`src/ptsc_pkg.sv`:
```
// Shared constants and types for the tuner synthesizer serial control.
// Assumes a 100 MHz core clock at both ends of the three-wire link.
package ptsc_pkg;
	localparam longint CLK_NS = 10;
	localparam longint SER_HALF_NS = 1000;
	localparam longint REF_NS = 40000;
	localparam longint GATE_BASE_NS = 4000000;
	localparam longint TB_HALF_NS = 62500000;

	localparam logic [7:0] ADDR_WRITE_A = 8'h82;
	localparam logic [7:0] ADDR_WRITE_B = 8'h92;
	localparam logic [7:0] ADDR_READ = 8'ha2;
	localparam int ADDR_BITS = 8;
	localparam int WORD_BITS = 24;
	localparam int IF_BITS = 20;
	localparam int READ_BITS = 23;
	localparam logic [23:0] WORD_RESET = 24'h000000;

	localparam int DIV_BITS = 16;
	localparam int DIRECT_LSB = 4;
	localparam int WA_AM_RANGE = 16;
	localparam int WA_BAND = 17;
	localparam int WA_IF_EN = 18;
	localparam int WB_DIR = 0;
	localparam int WB_OD = 2;
	localparam int WB_BIDIR = 6;
	localparam int WB_MUX = 8;
	localparam int WB_TB = 11;
	localparam int WB_GATE = 12;

	localparam logic [3:0] REG_WDATA = 4'h0;
	localparam logic [3:0] REG_CMD = 4'h4;
	localparam logic [3:0] REG_STATUS = 4'h8;
	localparam logic [3:0] REG_RDATA = 4'hc;
	localparam int CMD_KIND_LSB = 0;
	localparam int CMD_COUNT_LSB = 8;
	localparam int CMD_COUNT_W = 5;
	localparam logic [1:0] RESP_OKAY = 2'h0;
	localparam logic [1:0] RESP_SLVERR = 2'h2;

	typedef enum logic [2:0] {
		MUX_OPEN = 3'h0,
		MUX_UNLOCK = 3'h1,
		MUX_END_COUNT = 3'h2,
		MUX_BIDIR_1 = 3'h4,
		MUX_BIDIR_2 = 3'h5
	} ptsc_mux_t;

	typedef enum logic [1:0] {
		KIND_WRITE_A = 2'h0,
		KIND_WRITE_B = 2'h1,
		KIND_READ = 2'h2
	} ptsc_kind_t;

	typedef enum logic [2:0] {
		C_IDLE = 3'h0,
		C_ADDR = 3'h1,
		C_EN_UP = 3'h3,
		C_DATA = 3'h2,
		C_EN_DN = 3'h6
	} ptsc_cstate_t;

	// Wire order of an address byte is the code with nibbles swapped
	function automatic logic [7:0] ptsc_swap_nibbles(input logic [7:0] v);
		return {v[3:0], v[7:4]};
	endfunction
endpackage

```
`src/ptsc_link_if.sv`:
```
// Three-wire serial link between controller and synthesizer.
// Assumes a pull-up on the open-drain serial output line.
`timescale 1ns/1ns
interface ptsc_link_if;
	logic ser_clk;
	logic xfer_enable;
	logic ser_in;
	logic ser_out_oe_n;
	logic ser_out_line;

	// Released line reads high through the pull-up
	assign ser_out_line = ser_out_oe_n;

	modport device(input ser_clk, input xfer_enable, input ser_in, output ser_out_oe_n);
	modport controller(output ser_clk, output xfer_enable, output ser_in, input ser_out_line);
endinterface

```
`src/ptsc_device.sv`:
```
// Synthesizer end: serial control port, divider, pump, ports, IF counter.
// Assumes link and pin inputs are asynchronous to core_clk.
`timescale 1ns/1ns
module ptsc_device
	import ptsc_pkg::*;
#(
	parameter int TB_HALF_CYCLES = int'(TB_HALF_NS / CLK_NS),
	parameter int GATE_BASE_CYCLES = int'(GATE_BASE_NS / CLK_NS),
	parameter int REF_CYCLES = int'(REF_NS / CLK_NS)
)
(
	input wire logic core_clk,
	input wire logic reset_n,
	ptsc_link_if.device link,
	input wire logic vhf_osc_input,
	input wire logic hf_osc_input,
	input wire logic if_input,
	input wire logic [1:0] bidir_in,
	output logic [1:0] bidir_out,
	output logic [1:0] bidir_oe_n,
	output logic [3:0] od_oe_n,
	output logic pump_out_o,
	output logic pump_out_oe_n
);
	localparam int S_CLK = 0;
	localparam int S_EN = 1;
	localparam int S_DIN = 2;
	localparam int S_VHF = 3;
	localparam int S_HF = 4;
	localparam int S_IF = 5;
	localparam int S_IO = 6;
	localparam int NSYNC = 8;

	logic [NSYNC-1:0] sync_raw;
	logic [NSYNC-1:0] sync_a;
	logic [NSYNC-1:0] sync_b;
	logic [NSYNC-1:0] sync_c;
	logic [NSYNC-1:0] rise;
	logic [NSYNC-1:0] fall;
	logic [ADDR_BITS-1:0] addr_raw;
	logic [7:0] code;
	logic [WORD_BITS-1:0] shift_in;
	logic [4:0] bit_cnt;
	ptsc_kind_t mode;
	logic mode_valid;
	logic frame_ok;
	logic read_sel;
	logic [WORD_BITS-1:0] word_a;
	logic [WORD_BITS-1:0] word_b;
	logic pre_half;
	logic div_tick;
	logic [DIV_BITS-1:0] div_n;
	logic [DIV_BITS-1:0] div_cnt;
	logic div_pulse;
	logic [31:0] ref_cnt;
	logic ref_pulse;
	logic div_seen;
	logic div_more;
	logic div_many;
	logic unlocked;
	logic [31:0] tb_cnt;
	logic tb_level;
	logic [31:0] gate_cnt;
	logic [31:0] gate_len;
	logic gate_end;
	logic [IF_BITS-1:0] if_cnt;
	logic [IF_BITS-1:0] if_result;
	logic count_done;
	logic read_active;
	logic [READ_BITS-1:0] read_shift;
	logic ser_low;

	assign sync_raw = {bidir_in, if_input, hf_osc_input, vhf_osc_input,
		link.ser_in, link.xfer_enable, link.ser_clk};
	assign rise = sync_b & ~sync_c;
	assign fall = ~sync_b & sync_c;
	assign code = ptsc_swap_nibbles(addr_raw);
	assign read_sel = rise[S_EN] && code == ADDR_READ;
	assign frame_ok = fall[S_EN] && mode_valid && bit_cnt == 5'(WORD_BITS);
	assign unlocked = ~pump_out_oe_n;
	// Two or more divided pulses in the closing period
	assign div_many = div_more || (div_seen && div_pulse);

	// Two-stage synchronisers, third stage only for edge detection
	always_ff @(posedge core_clk or negedge reset_n)
	begin
		if (!reset_n)
		begin
			sync_a <= '0;
			sync_b <= '0;
			sync_c <= '0;
		end
		else
		begin
			sync_a <= sync_raw;
			sync_b <= sync_a;
			sync_c <= sync_b;
		end
	end

	always_ff @(posedge core_clk or negedge reset_n)
	begin
		if (!reset_n)
		begin
			addr_raw <= '0;
			shift_in <= '0;
			bit_cnt <= '0;
			mode <= KIND_WRITE_A;
			mode_valid <= 1'b0;
		end
		else if (rise[S_EN])
		begin
			bit_cnt <= '0;
			mode_valid <= 1'b1;
			if (code == ADDR_WRITE_A)
				mode <= KIND_WRITE_A;
			else if (code == ADDR_WRITE_B)
				mode <= KIND_WRITE_B;
			else if (code == ADDR_READ)
				mode <= KIND_READ;
			else
				mode_valid <= 1'b0;
		end
		else if (fall[S_EN])
			mode_valid <= 1'b0;
		else if (rise[S_CLK])
		begin
			if (!sync_b[S_EN])
				addr_raw <= {sync_b[S_DIN], addr_raw[ADDR_BITS-1:1]};
			else if (bit_cnt <= 5'(WORD_BITS))
			begin
				// count data bits, overrun spoils frame
				shift_in <= {sync_b[S_DIN], shift_in[WORD_BITS-1:1]};
				bit_cnt <= bit_cnt + 5'h1;
			end
		end
	end

	always_ff @(posedge core_clk or negedge reset_n)
	begin
		if (!reset_n)
		begin
			word_a <= WORD_RESET;
			word_b <= WORD_RESET;
		end
		else if (frame_ok)
		begin
			if (mode == KIND_WRITE_A)
				word_a <= shift_in;
			if (mode == KIND_WRITE_B)
				word_b <= shift_in;
		end
	end

	assign div_tick = word_a[WA_BAND] ? (rise[S_VHF] && pre_half) : rise[S_HF];
	assign div_n = (word_a[WA_BAND] || word_a[WA_AM_RANGE]) ? word_a[DIV_BITS-1:0]
		: DIV_BITS'(word_a[DIV_BITS-1:DIRECT_LSB]);

	always_ff @(posedge core_clk or negedge reset_n)
	begin
		if (!reset_n)
		begin
			pre_half <= 1'b0;
			div_cnt <= '0;
			div_pulse <= 1'b0;
		end
		else
		begin
			if (rise[S_VHF])
				pre_half <= ~pre_half;
			div_pulse <= 1'b0;
			if (div_tick)
			begin
				if (div_cnt <= DIV_BITS'(1))
				begin
					div_cnt <= div_n;
					div_pulse <= 1'b1;
				end
				else
					div_cnt <= div_cnt - DIV_BITS'(1);
			end
		end
	end

	always_ff @(posedge core_clk or negedge reset_n)
	begin
		if (!reset_n)
		begin
			ref_cnt <= '0;
			ref_pulse <= 1'b0;
			div_seen <= 1'b0;
			div_more <= 1'b0;
			pump_out_o <= 1'b0;
			pump_out_oe_n <= 1'b1;
		end
		else
		begin
			ref_pulse <= ref_cnt == 32'(REF_CYCLES - 1);
			ref_cnt <= (ref_cnt == 32'(REF_CYCLES - 1)) ? '0 : ref_cnt + 32'h1;
			if (ref_pulse)
			begin
				// Verdict: none low, one released, more stays high
				div_seen <= 1'b0;
				div_more <= 1'b0;
				pump_out_o <= div_many;
				pump_out_oe_n <= (div_seen || div_pulse) && !div_many;
			end
			else if (div_pulse)
			begin
				div_seen <= 1'b1;
				if (div_seen)
				begin
					div_more <= 1'b1;
					pump_out_o <= 1'b1;
					pump_out_oe_n <= 1'b0;
				end
			end
		end
	end

	always_ff @(posedge core_clk or negedge reset_n)
	begin
		if (!reset_n)
		begin
			tb_cnt <= '0;
			tb_level <= 1'b0;
		end
		else if (!word_b[WB_TB])
		begin
			tb_cnt <= '0;
			tb_level <= 1'b0;
		end
		else if (tb_cnt == 32'(TB_HALF_CYCLES - 1))
		begin
			tb_cnt <= '0;
			tb_level <= ~tb_level;
		end
		else
			tb_cnt <= tb_cnt + 32'h1;
	end

	// gate of 4, 8, 16 or 32 ms
	assign gate_len = 32'(GATE_BASE_CYCLES) << word_b[WB_GATE +: 2];
	assign gate_end = word_a[WA_IF_EN] && gate_cnt >= gate_len - 32'h1;

	always_ff @(posedge core_clk or negedge reset_n)
	begin
		if (!reset_n)
		begin
			gate_cnt <= '0;
			if_cnt <= '0;
			if_result <= '0;
			count_done <= 1'b0;
		end
		else
		begin
			if (!word_a[WA_IF_EN])
			begin
				gate_cnt <= '0;
				if_cnt <= '0;
			end
			else if (gate_end)
			begin
				gate_cnt <= '0;
				if_cnt <= '0;
				if_result <= if_cnt + IF_BITS'(rise[S_IF]);
			end
			else
			begin
				gate_cnt <= gate_cnt + 32'h1;
				if_cnt <= if_cnt + IF_BITS'(rise[S_IF]);
			end
			if (gate_end)
				count_done <= 1'b1;
			else if (read_sel)
				count_done <= 1'b0;
		end
	end

	// one read bit per ser_clk cycle
	always_ff @(posedge core_clk or negedge reset_n)
	begin
		if (!reset_n)
		begin
			read_active <= 1'b0;
			read_shift <= '0;
		end
		else if (read_sel)
		begin
			read_active <= 1'b1;
			read_shift <= {sync_b[S_IO+1], sync_b[S_IO], ~unlocked, if_result};
		end
		else if (fall[S_EN])
			read_active <= 1'b0;
		else if (read_active && fall[S_CLK])
			read_shift <= {read_shift[READ_BITS-2:0], 1'b0};
	end

	always_comb
	begin
		ser_low = 1'b0;
		if (read_active)
			ser_low = ~read_shift[READ_BITS-1];
		else
		begin
			unique case (word_b[WB_MUX +: 3])
				MUX_UNLOCK: ser_low = unlocked;
				MUX_END_COUNT: ser_low = count_done;
				MUX_BIDIR_1: ser_low = ~sync_b[S_IO];
				MUX_BIDIR_2: ser_low = ~sync_b[S_IO+1];
				default: ser_low = 1'b0;
			endcase
		end
	end

	always_ff @(posedge core_clk or negedge reset_n)
	begin
		if (!reset_n)
		begin
			link.ser_out_oe_n <= 1'b1;
			od_oe_n <= '1;
			bidir_oe_n <= '1;
			bidir_out <= '0;
		end
		else
		begin
			link.ser_out_oe_n <= ~ser_low;
			od_oe_n <= ~{word_b[WB_OD+1 +: 3], word_b[WB_TB] ? tb_level : word_b[WB_OD]};
			bidir_oe_n <= ~(word_b[WB_DIR +: 2] & word_b[WB_BIDIR +: 2]);
			bidir_out <= '0;
		end
	end
endmodule

```
`src/flat_wrapper.sv`:
```
// flat-port wrapper written by rule: the top's interface ports become plain ports
module ptsc_device_flat import ptsc_pkg::*;
#(
	parameter int TB_HALF_CYCLES = int'(TB_HALF_NS / CLK_NS),
	parameter int GATE_BASE_CYCLES = int'(GATE_BASE_NS / CLK_NS),
	parameter int REF_CYCLES = int'(REF_NS / CLK_NS)
)
  (core_clk, reset_n, vhf_osc_input, hf_osc_input, if_input, bidir_in, bidir_out, bidir_oe_n, od_oe_n, pump_out_o, pump_out_oe_n, link_ser_clk, link_xfer_enable, link_ser_in, link_ser_out_oe_n);
  ptsc_link_if link_i ();
  input wire logic core_clk;
  input wire logic reset_n;
  input wire logic vhf_osc_input;
  input wire logic hf_osc_input;
  input wire logic if_input;
  input wire logic [1:0] bidir_in;
  output logic [1:0] bidir_out;
  output logic [1:0] bidir_oe_n;
  output logic [3:0] od_oe_n;
  output logic pump_out_o;
  output logic pump_out_oe_n;
  input wire logic [$bits(link_i.ser_clk)-1:0] link_ser_clk;
  input wire logic [$bits(link_i.xfer_enable)-1:0] link_xfer_enable;
  input wire logic [$bits(link_i.ser_in)-1:0] link_ser_in;
  output wire logic [$bits(link_i.ser_out_oe_n)-1:0] link_ser_out_oe_n;
  assign link_i.ser_clk = link_ser_clk;
  assign link_i.xfer_enable = link_xfer_enable;
  assign link_i.ser_in = link_ser_in;
  assign link_ser_out_oe_n = link_i.ser_out_oe_n;
  ptsc_device #(.TB_HALF_CYCLES(TB_HALF_CYCLES), .GATE_BASE_CYCLES(GATE_BASE_CYCLES), .REF_CYCLES(REF_CYCLES)) u_core (.core_clk(core_clk), .reset_n(reset_n), .link(link_i), .vhf_osc_input(vhf_osc_input), .hf_osc_input(hf_osc_input), .if_input(if_input), .bidir_in(bidir_in), .bidir_out(bidir_out), .bidir_oe_n(bidir_oe_n), .od_oe_n(od_oe_n), .pump_out_o(pump_out_o), .pump_out_oe_n(pump_out_oe_n));
endmodule
```
`config.mk`:
```
export PLATFORM = sky130hd
export DESIGN_NAME = ptsc_device_flat
export DESIGN_NICKNAME = d
export VERILOG_FILES = /design/src/ptsc_pkg.sv /design/src/ptsc_link_if.sv /design/src/ptsc_device.sv /design/src/flat_wrapper.sv
export SDC_FILE = /design/constraint.sdc
export NUM_CORES = 1
export LEC_CHECK = 0
export BUFFER_PORTS_ARGS = -buffer_cell sky130_fd_sc_hd__buf_2
export CAP_MARGIN = 20
export CORE_ASPECT_RATIO = 0.9
export CORE_MARGIN = 5
export CORE_UTILIZATION = 57
export DETAILED_ROUTE_END_ITERATION = 10
export PLACE_DENSITY_LB_ADDON = 0.3
export REMOVE_ABC_BUFFERS = 1
export SYNTH_ARGS = -nofsm -noshare
export SYNTH_HDL_FRONTEND = slang
export SYNTH_SLANG_ARGS = --single-unit
```
`constraint.sdc`:
```
create_clock -name core_clk -period 3 [get_ports core_clk]
set_clock_uncertainty 0.1 [all_clocks]
set_input_delay 0.6 -clock core_clk [delete_from_list [all_inputs] [get_ports core_clk]]
set_output_delay 0.6 -clock core_clk [all_outputs]
set_load 0.05 [all_outputs]
```
# [Word-level counts from Yosys, hierarchy flattened]
# Index checks and enable logic that the tools add are counted.
[classes] reduce_logical=32 mux=45 n_bitwise=17 addsub=7 n_eq_ne=14 n_lt_le_gt_ge=3 shift=1
[ops] cell="$mux W32" count=5
[ops] cell="$add A32 B1 Y32 const B" count=3
[ops] cell="$mux W23" count=3
[ops] cell="$mux W20" count=2
[ops] cell="$eq A32 B12 Y1 const B" count=1
[ops] cell="$eq A32 B23 Y1 const B" count=1
[ops] cell="$ge A32 B32 Y1" count=1
[ops] cell="$mux W16" count=2
[ops] cell="$shl A19 B2 Y32 const A" count=1
[ops] cell="$sub A32 B1 Y32 const B" count=1
[ops] cell="$mux W5" count=5
[ops] cell="$eq A8 B8 Y1 const B" count=3
[ops] cell="$mux W1" count=24
[ops] cell="$add A20 B1 Y20" count=1
[ops] cell="$reduce_bool A2 Y1" count=9
[ops] cell="$le A16 B1 Y1 const B" count=1
[ops] cell="$sub A16 B1 Y16 const B" count=1
[ops] cell="$reduce_and A2 Y1" count=6
[ops] cell="$not A1 Y1" count=10
[ops] cell="$logic_and A1 B1 Y1" count=8
[ops] cell="$reduce_and A4 Y1" count=2
[ops] cell="$and A6 B6 Y6" count=1
[ops] cell="$eq A3 B3 Y1 const B" count=2
[ops] cell="$mux W2" count=3
[ops] cell="other kinds (18)" count=23
[word_totals] word_cells=149 in_bits=10 output_inout_bits=11 regBits=287

# [Longest topological paths before layout]
[depth] depth_word=6 depth_mapped=13

# [Least setup slack after synthesis]
# No wires, ideal clock.
[synth_timing] kind="reg2reg" start="register u_core.word_b[13]" end="register u_core.gate_cnt[10]" setup_ns=0.072 path_buffers=2 t_arrival_ns=2.666 path_slack_ns=0.162 path_stages_with_launch=14 cell_sequence="dfrtp_1 inv_1 ha_1 inv_1 a211oi_1 ha_1 a21oi_1 o21ai_0 a221oi_1 nor2_1 or3b_2 clkbuf_1 clkbuf_1 nor2_1"
[synth_via] elab_chain_len=6
[synth_lines] item="start: declaration" line_no="ptsc_device.sv:49" text="logic [WORD_BITS-1:0] word_b;"
[synth_lines] item="start signal: assignment" line_no="ptsc_device.sv:151" text="word_b <= shift_in;"
[synth_lines] item="$shl A19 B2 Y32" line_no="ptsc_device.sv:243" text="assign gate_len = 32'(GATE_BASE_CYCLES) << word_b[WB_GATE +: 2];"
[synth_lines] item="$sub A32 B1 Y32" line_no="ptsc_device.sv:244" text="assign gate_end = word_a[WA_IF_EN] && gate_cnt >= gate_len - 32'h1;"
[synth_lines] item="$ge A32 B32 Y1" line_no="ptsc_device.sv:244"
[synth_lines] item="$logic_and A1 B1 Y1" line_no="ptsc_device.sv:244"
[synth_lines] item="$mux W32" line_no="ptsc_device.sv:262" text="else if (gate_end)"
[synth_lines] item="$mux W32" line_no="ptsc_device.sv:257" text="if (!word_a[WA_IF_EN])"
[synth_lines] item="end signal: assignment" line_no="ptsc_device.sv:270" text="gate_cnt <= gate_cnt + 32'h1;"
[synth_lines] item="end: declaration" line_no="ptsc_device.sv:63" text="logic [31:0] gate_cnt;"
# Every way passes these cells.
# A chain may end at the register's enable or synchronous reset.

# [Final worst setup path]
[layout_timing] start="register u_core.word_b[13]" end="register u_core.gate_cnt[18]"
# Same word-level chain as after synthesis.

==> results.sh <==
export IMPL_outcome="completed"
export IMPL_max_cap_violations=0
export IMPL_ant_nets=0
export IMPL_postSynthRegisterBits=286
export IMPL_regToRegSetupSlack_ns=0.19
export IMPL_num_vias=8466
export IMPL_layout_commonest_cell="dfrtp_1"
export IMPL_path_clk_slew_ns=0.06
export IMPL_worst_endpoint_required_ns=3.36
export IMPL_reg2reg_from="u_core.word_b[13]$_DFFE_PN0P_"
export IMPL_antenna_found_initial=0
export IMPL_dp_final_hpwl_microns=15600
export IMPL_drtPass1Iterations=5
export IMPL_static_leakage_power_nw=6.65
export IMPL_synth_enable_flop_cells=0
export IMPL_critPathCapture="u_core.gate_cnt[18]$_DFF_PN0_"
export IMPL_cts_buffers_inserted=29
export IMPL_antennaDiodeCount=0
export IMPL_grt_pass1_wl_microns=41400
export IMPL_nets=1260
export IMPL_drc=0
export IMPL_ctsHtreeMaxLevel=1
export IMPL_p_per_area_nw_per_um2=572
export IMPL_die_area_sq_um=25700
export IMPL_initial_utilization_pct=57.6
export IMPL_path_max_fanout=26
export IMPL_grt_max_degree=79
export IMPL_p_total_mw=8.31
export IMPL_die_y_microns=153
export IMPL_clkLatencyLatePin_ns=0.54
export IMPL_wl_per_cell_microns=15.4
export IMPL_post_synth_instance_area_sq_um=12900
export IMPL_tightestPinTransition_ns=0.753
export IMPL_slew_limit_headroom_pct=49.4
export IMPL_viasPerCell=5.51
export IMPL_yosys_warnings=0
export IMPL_global_route_usage_total_pct=18.7
export IMPL_setup_worst_path_start="u_core.word_b[13]$_DFFE_PN0P_"
export IMPL_postRouteWirelength_microns=23700
export IMPL_total_i_o_pin_count=21
export IMPL_worstHoldStart="vhf_osc_input"
export IMPL_cts_sink_count=286
export IMPL_syn_area_per_cell_sq_um=11.0
export IMPL_rsz0062_at_grt="no"
export IMPL_end_kind="register"
export IMPL_r2r_end="u_core.gate_cnt[18]$_DFF_PN0_"
export IMPL_cts_tree="done"
export IMPL_clock_fmax_mhz=356
export IMPL_synth_lib_cells_used_distinct=59
export IMPL_depth_of_the_most_critical_reg_to_reg_path=12
export IMPL_worstSetupPathType="reg2reg"
export IMPL_sequential_to_total_area_share_from_yosys_stat_pct=55.6
export IMPL_finalHoldViolCount=0
export IMPL_vdd_ir_drop_max_uv=502
export IMPL_grt_pass1_vias=8596
export IMPL_post_route_period_util_pct=93.5
export IMPL_post_place_setup_slack_ns=0.0639
export IMPL_area_delta_synth_final_pct=12.6
export IMPL_fraction_of_layout_instances_using_a_drive_strength_above_1_pct=14.4
export IMPL_fin_crit_ns=2.81
export IMPL_worst_setup_path_start_kind="register"
export IMPL_design_core_area_sq_um=22400
export IMPL_syn_inst=1177
export IMPL_die_width_microns=169
export IMPL_synth_async_sr_flop_share_pct=100
export IMPL_std_cell_rows=52
export IMPL_timing_hold_worst_class="in2reg"
export IMPL_gp_routability_congestion=0.811
export IMPL_worst_slack_ns=0.194
export IMPL_yosys_most_used_dff="dfrtp_1"
export IMPL_detailedRoute_firstIterationViolations=583
export IMPL_clock_root_buffer="clkbuf_16"
export IMPL_overflow_after_grt=0
export IMPL_report_final_slew_viol_count=0
export IMPL_port_buffer_count=18
export IMPL_setup_violations_final=0
export IMPL_cts_path_max_buffers=3
export IMPL_layout_cells_most_common_list="278 x dfrtp_1, 169 x nor2_1, 82 x nand2_1"
export IMPL_timing_critical_path_arrival_ns=3.17
[how the worst min path moves through the flow]
stage | cells past startpoint | slack (ns) | endpoint
2_1_floorplan | 0 | 0.20 | u_core.addr_raw[0]$_DFFE_PN0P_
3_3_place_gp | 0 | 0.23 | u_core.sync_b[2]$_DFF_PN0_
3_5_place_dp | 0 | 0.24 | u_core.sync_b[6]$_DFF_PN0_
4_1_cts | 1 | 0.04 | u_core.sync_a[4]$_DFF_PN0_
5_1_grt | 1 | 0.04 | u_core.sync_a[6]$_DFF_PN0_
6_report | 1 | 0.06 | u_core.sync_a[3]$_DFF_PN0_
[power by group]
part / internal, mW / switching [mW]
registers: 4.03 / 0.145
logic: 0.185 / 0.238
clock network: 2.26 / 1.46
[cell type report]
| type | count | area, sq um |
|---|---|---|
| multi-input combinational | 804 | 5410 |
| clock buffer | 45 | 876 |
| clock inverter | 9 | 126 |
| tap | 297 | 372 |
| sequential | 286 | 7170 |
| inverter | 53 | 199 |
| fill | 1726 | 7860 |
| timing repair buffer | 42 | 375 |
[kinds of logic (layout without fill, tap and decap cells)]
| family | count (synthesis) | in the layout | share of synthesized area [%] |
|---|---|---|---|
| and+or+nand+nor | 436 | 436 | 16.3 |
| other | 2 | 5 | 0.0582 |
| muxes | 112 | 112 | 9.34 |
| AOI/OAI and AO/OA | 105 | 105 | 5.00 |
| buffers and inverters | 90 | 149 | 2.80 |
| xor gates and xnor gates | 112 | 112 | 7.61 |
| DFF | 286 | 286 | 55.6 |
| adders and majority gates | 34 | 34 | 3.30 |
[synthesized netlist by cell type, types with 6 or more instances]
library cell,number,area share [%]
xor2_1,64,4.3
mux2_2,67,5.8
a21oi_1,44,1.7
nor3_1,13,0.50
dfrtp_1,278,54
mux2i_1,45,3.5
clkbuf_1,22,0.64
ha_1,34,3.3
xnor2_1,48,3.3
nor4_1,16,0.78
inv_1,53,1.5
nand4_1,31,1.5
nand3_1,50,1.9
buf_2,10,0.39
nand2_1,82,2.4
nor2_1,169,4.9
and3_1,19,0.92
and4_1,6,0.41
or3_1,8,0.39
dfstp_2,8,1.6
o21ai_0,21,0.81
[flip-flops by register name (all words and copies together) (netlist names), 14 cells and up]
name,cells
u_core.gate_cnt,32
u_core.shift_in,24
u_core.tb_cnt,32
u_core.if_result,20
u_core.word_b,14
u_core.ref_cnt,32
u_core.read_shift,23
u_core.word_a,19
u_core.if_cnt,20
u_core.div_cnt,16
[metrics by stage]
| stage | setup TNS, ns | instance area (sq um) | instances | hold slack (ns) | util, % |
|---|---|---|---|---|---|
| after CTS | 0 | 14500 | 1535 | 0.0399 | 64.7 |
| after floorplan | -11.68 | 12700 | 1143 | 0.204 | - |
| final | 0 | 14500 | 1536 | 0.0600 | 64.9 |
| after global placement | 0 | 13500 | 1480 | 0.233 | 60.2 |
| after global routing | 0 | 14500 | 1536 | 0.0400 | 64.9 |
| after detailed placement | 0 | 13500 | 1480 | 0.236 | 60.2 |
[routing by layer]
| metal | vias to the layer above | global-route usage, % | routed length [microns] |
|---|---|---|---|
| met3 | 37 | 2.72 | 739 |
| met5 | - | 0 | 0 |
| met2 | 126 | 30.5 | 11200 |
| met4 | 0 | 3.94 | 434 |
| met1 | 4197 | 27.2 | 11400 |
| li1 | 4106 | - | - |
[repair_timing]
item | in CTS | in global routing
endpoints found under the setup margin | 0 | 55
buffers inserted | 0 | 0
gates resized for setup | 0 | 4
hold endpoints to repair | 70 | 0
hold buffers | 1 | 0
[critical path: stages, from the launching register on]
cell,delay (ns)
dfrtp_1,0.36
inv_1,0.08
buf_4,0.15
ha_1,0.30
inv_1,0.07
ha_1,0.31
a21oi_1,0.12
o21ai_0,0.12
a211oi_2,0.22
o31ai_1,0.13
or3b_4,0.43
clkbuf_16,0.22
nor2_1,0.12
No activity file was read; power rests on OpenSTA's default activity.
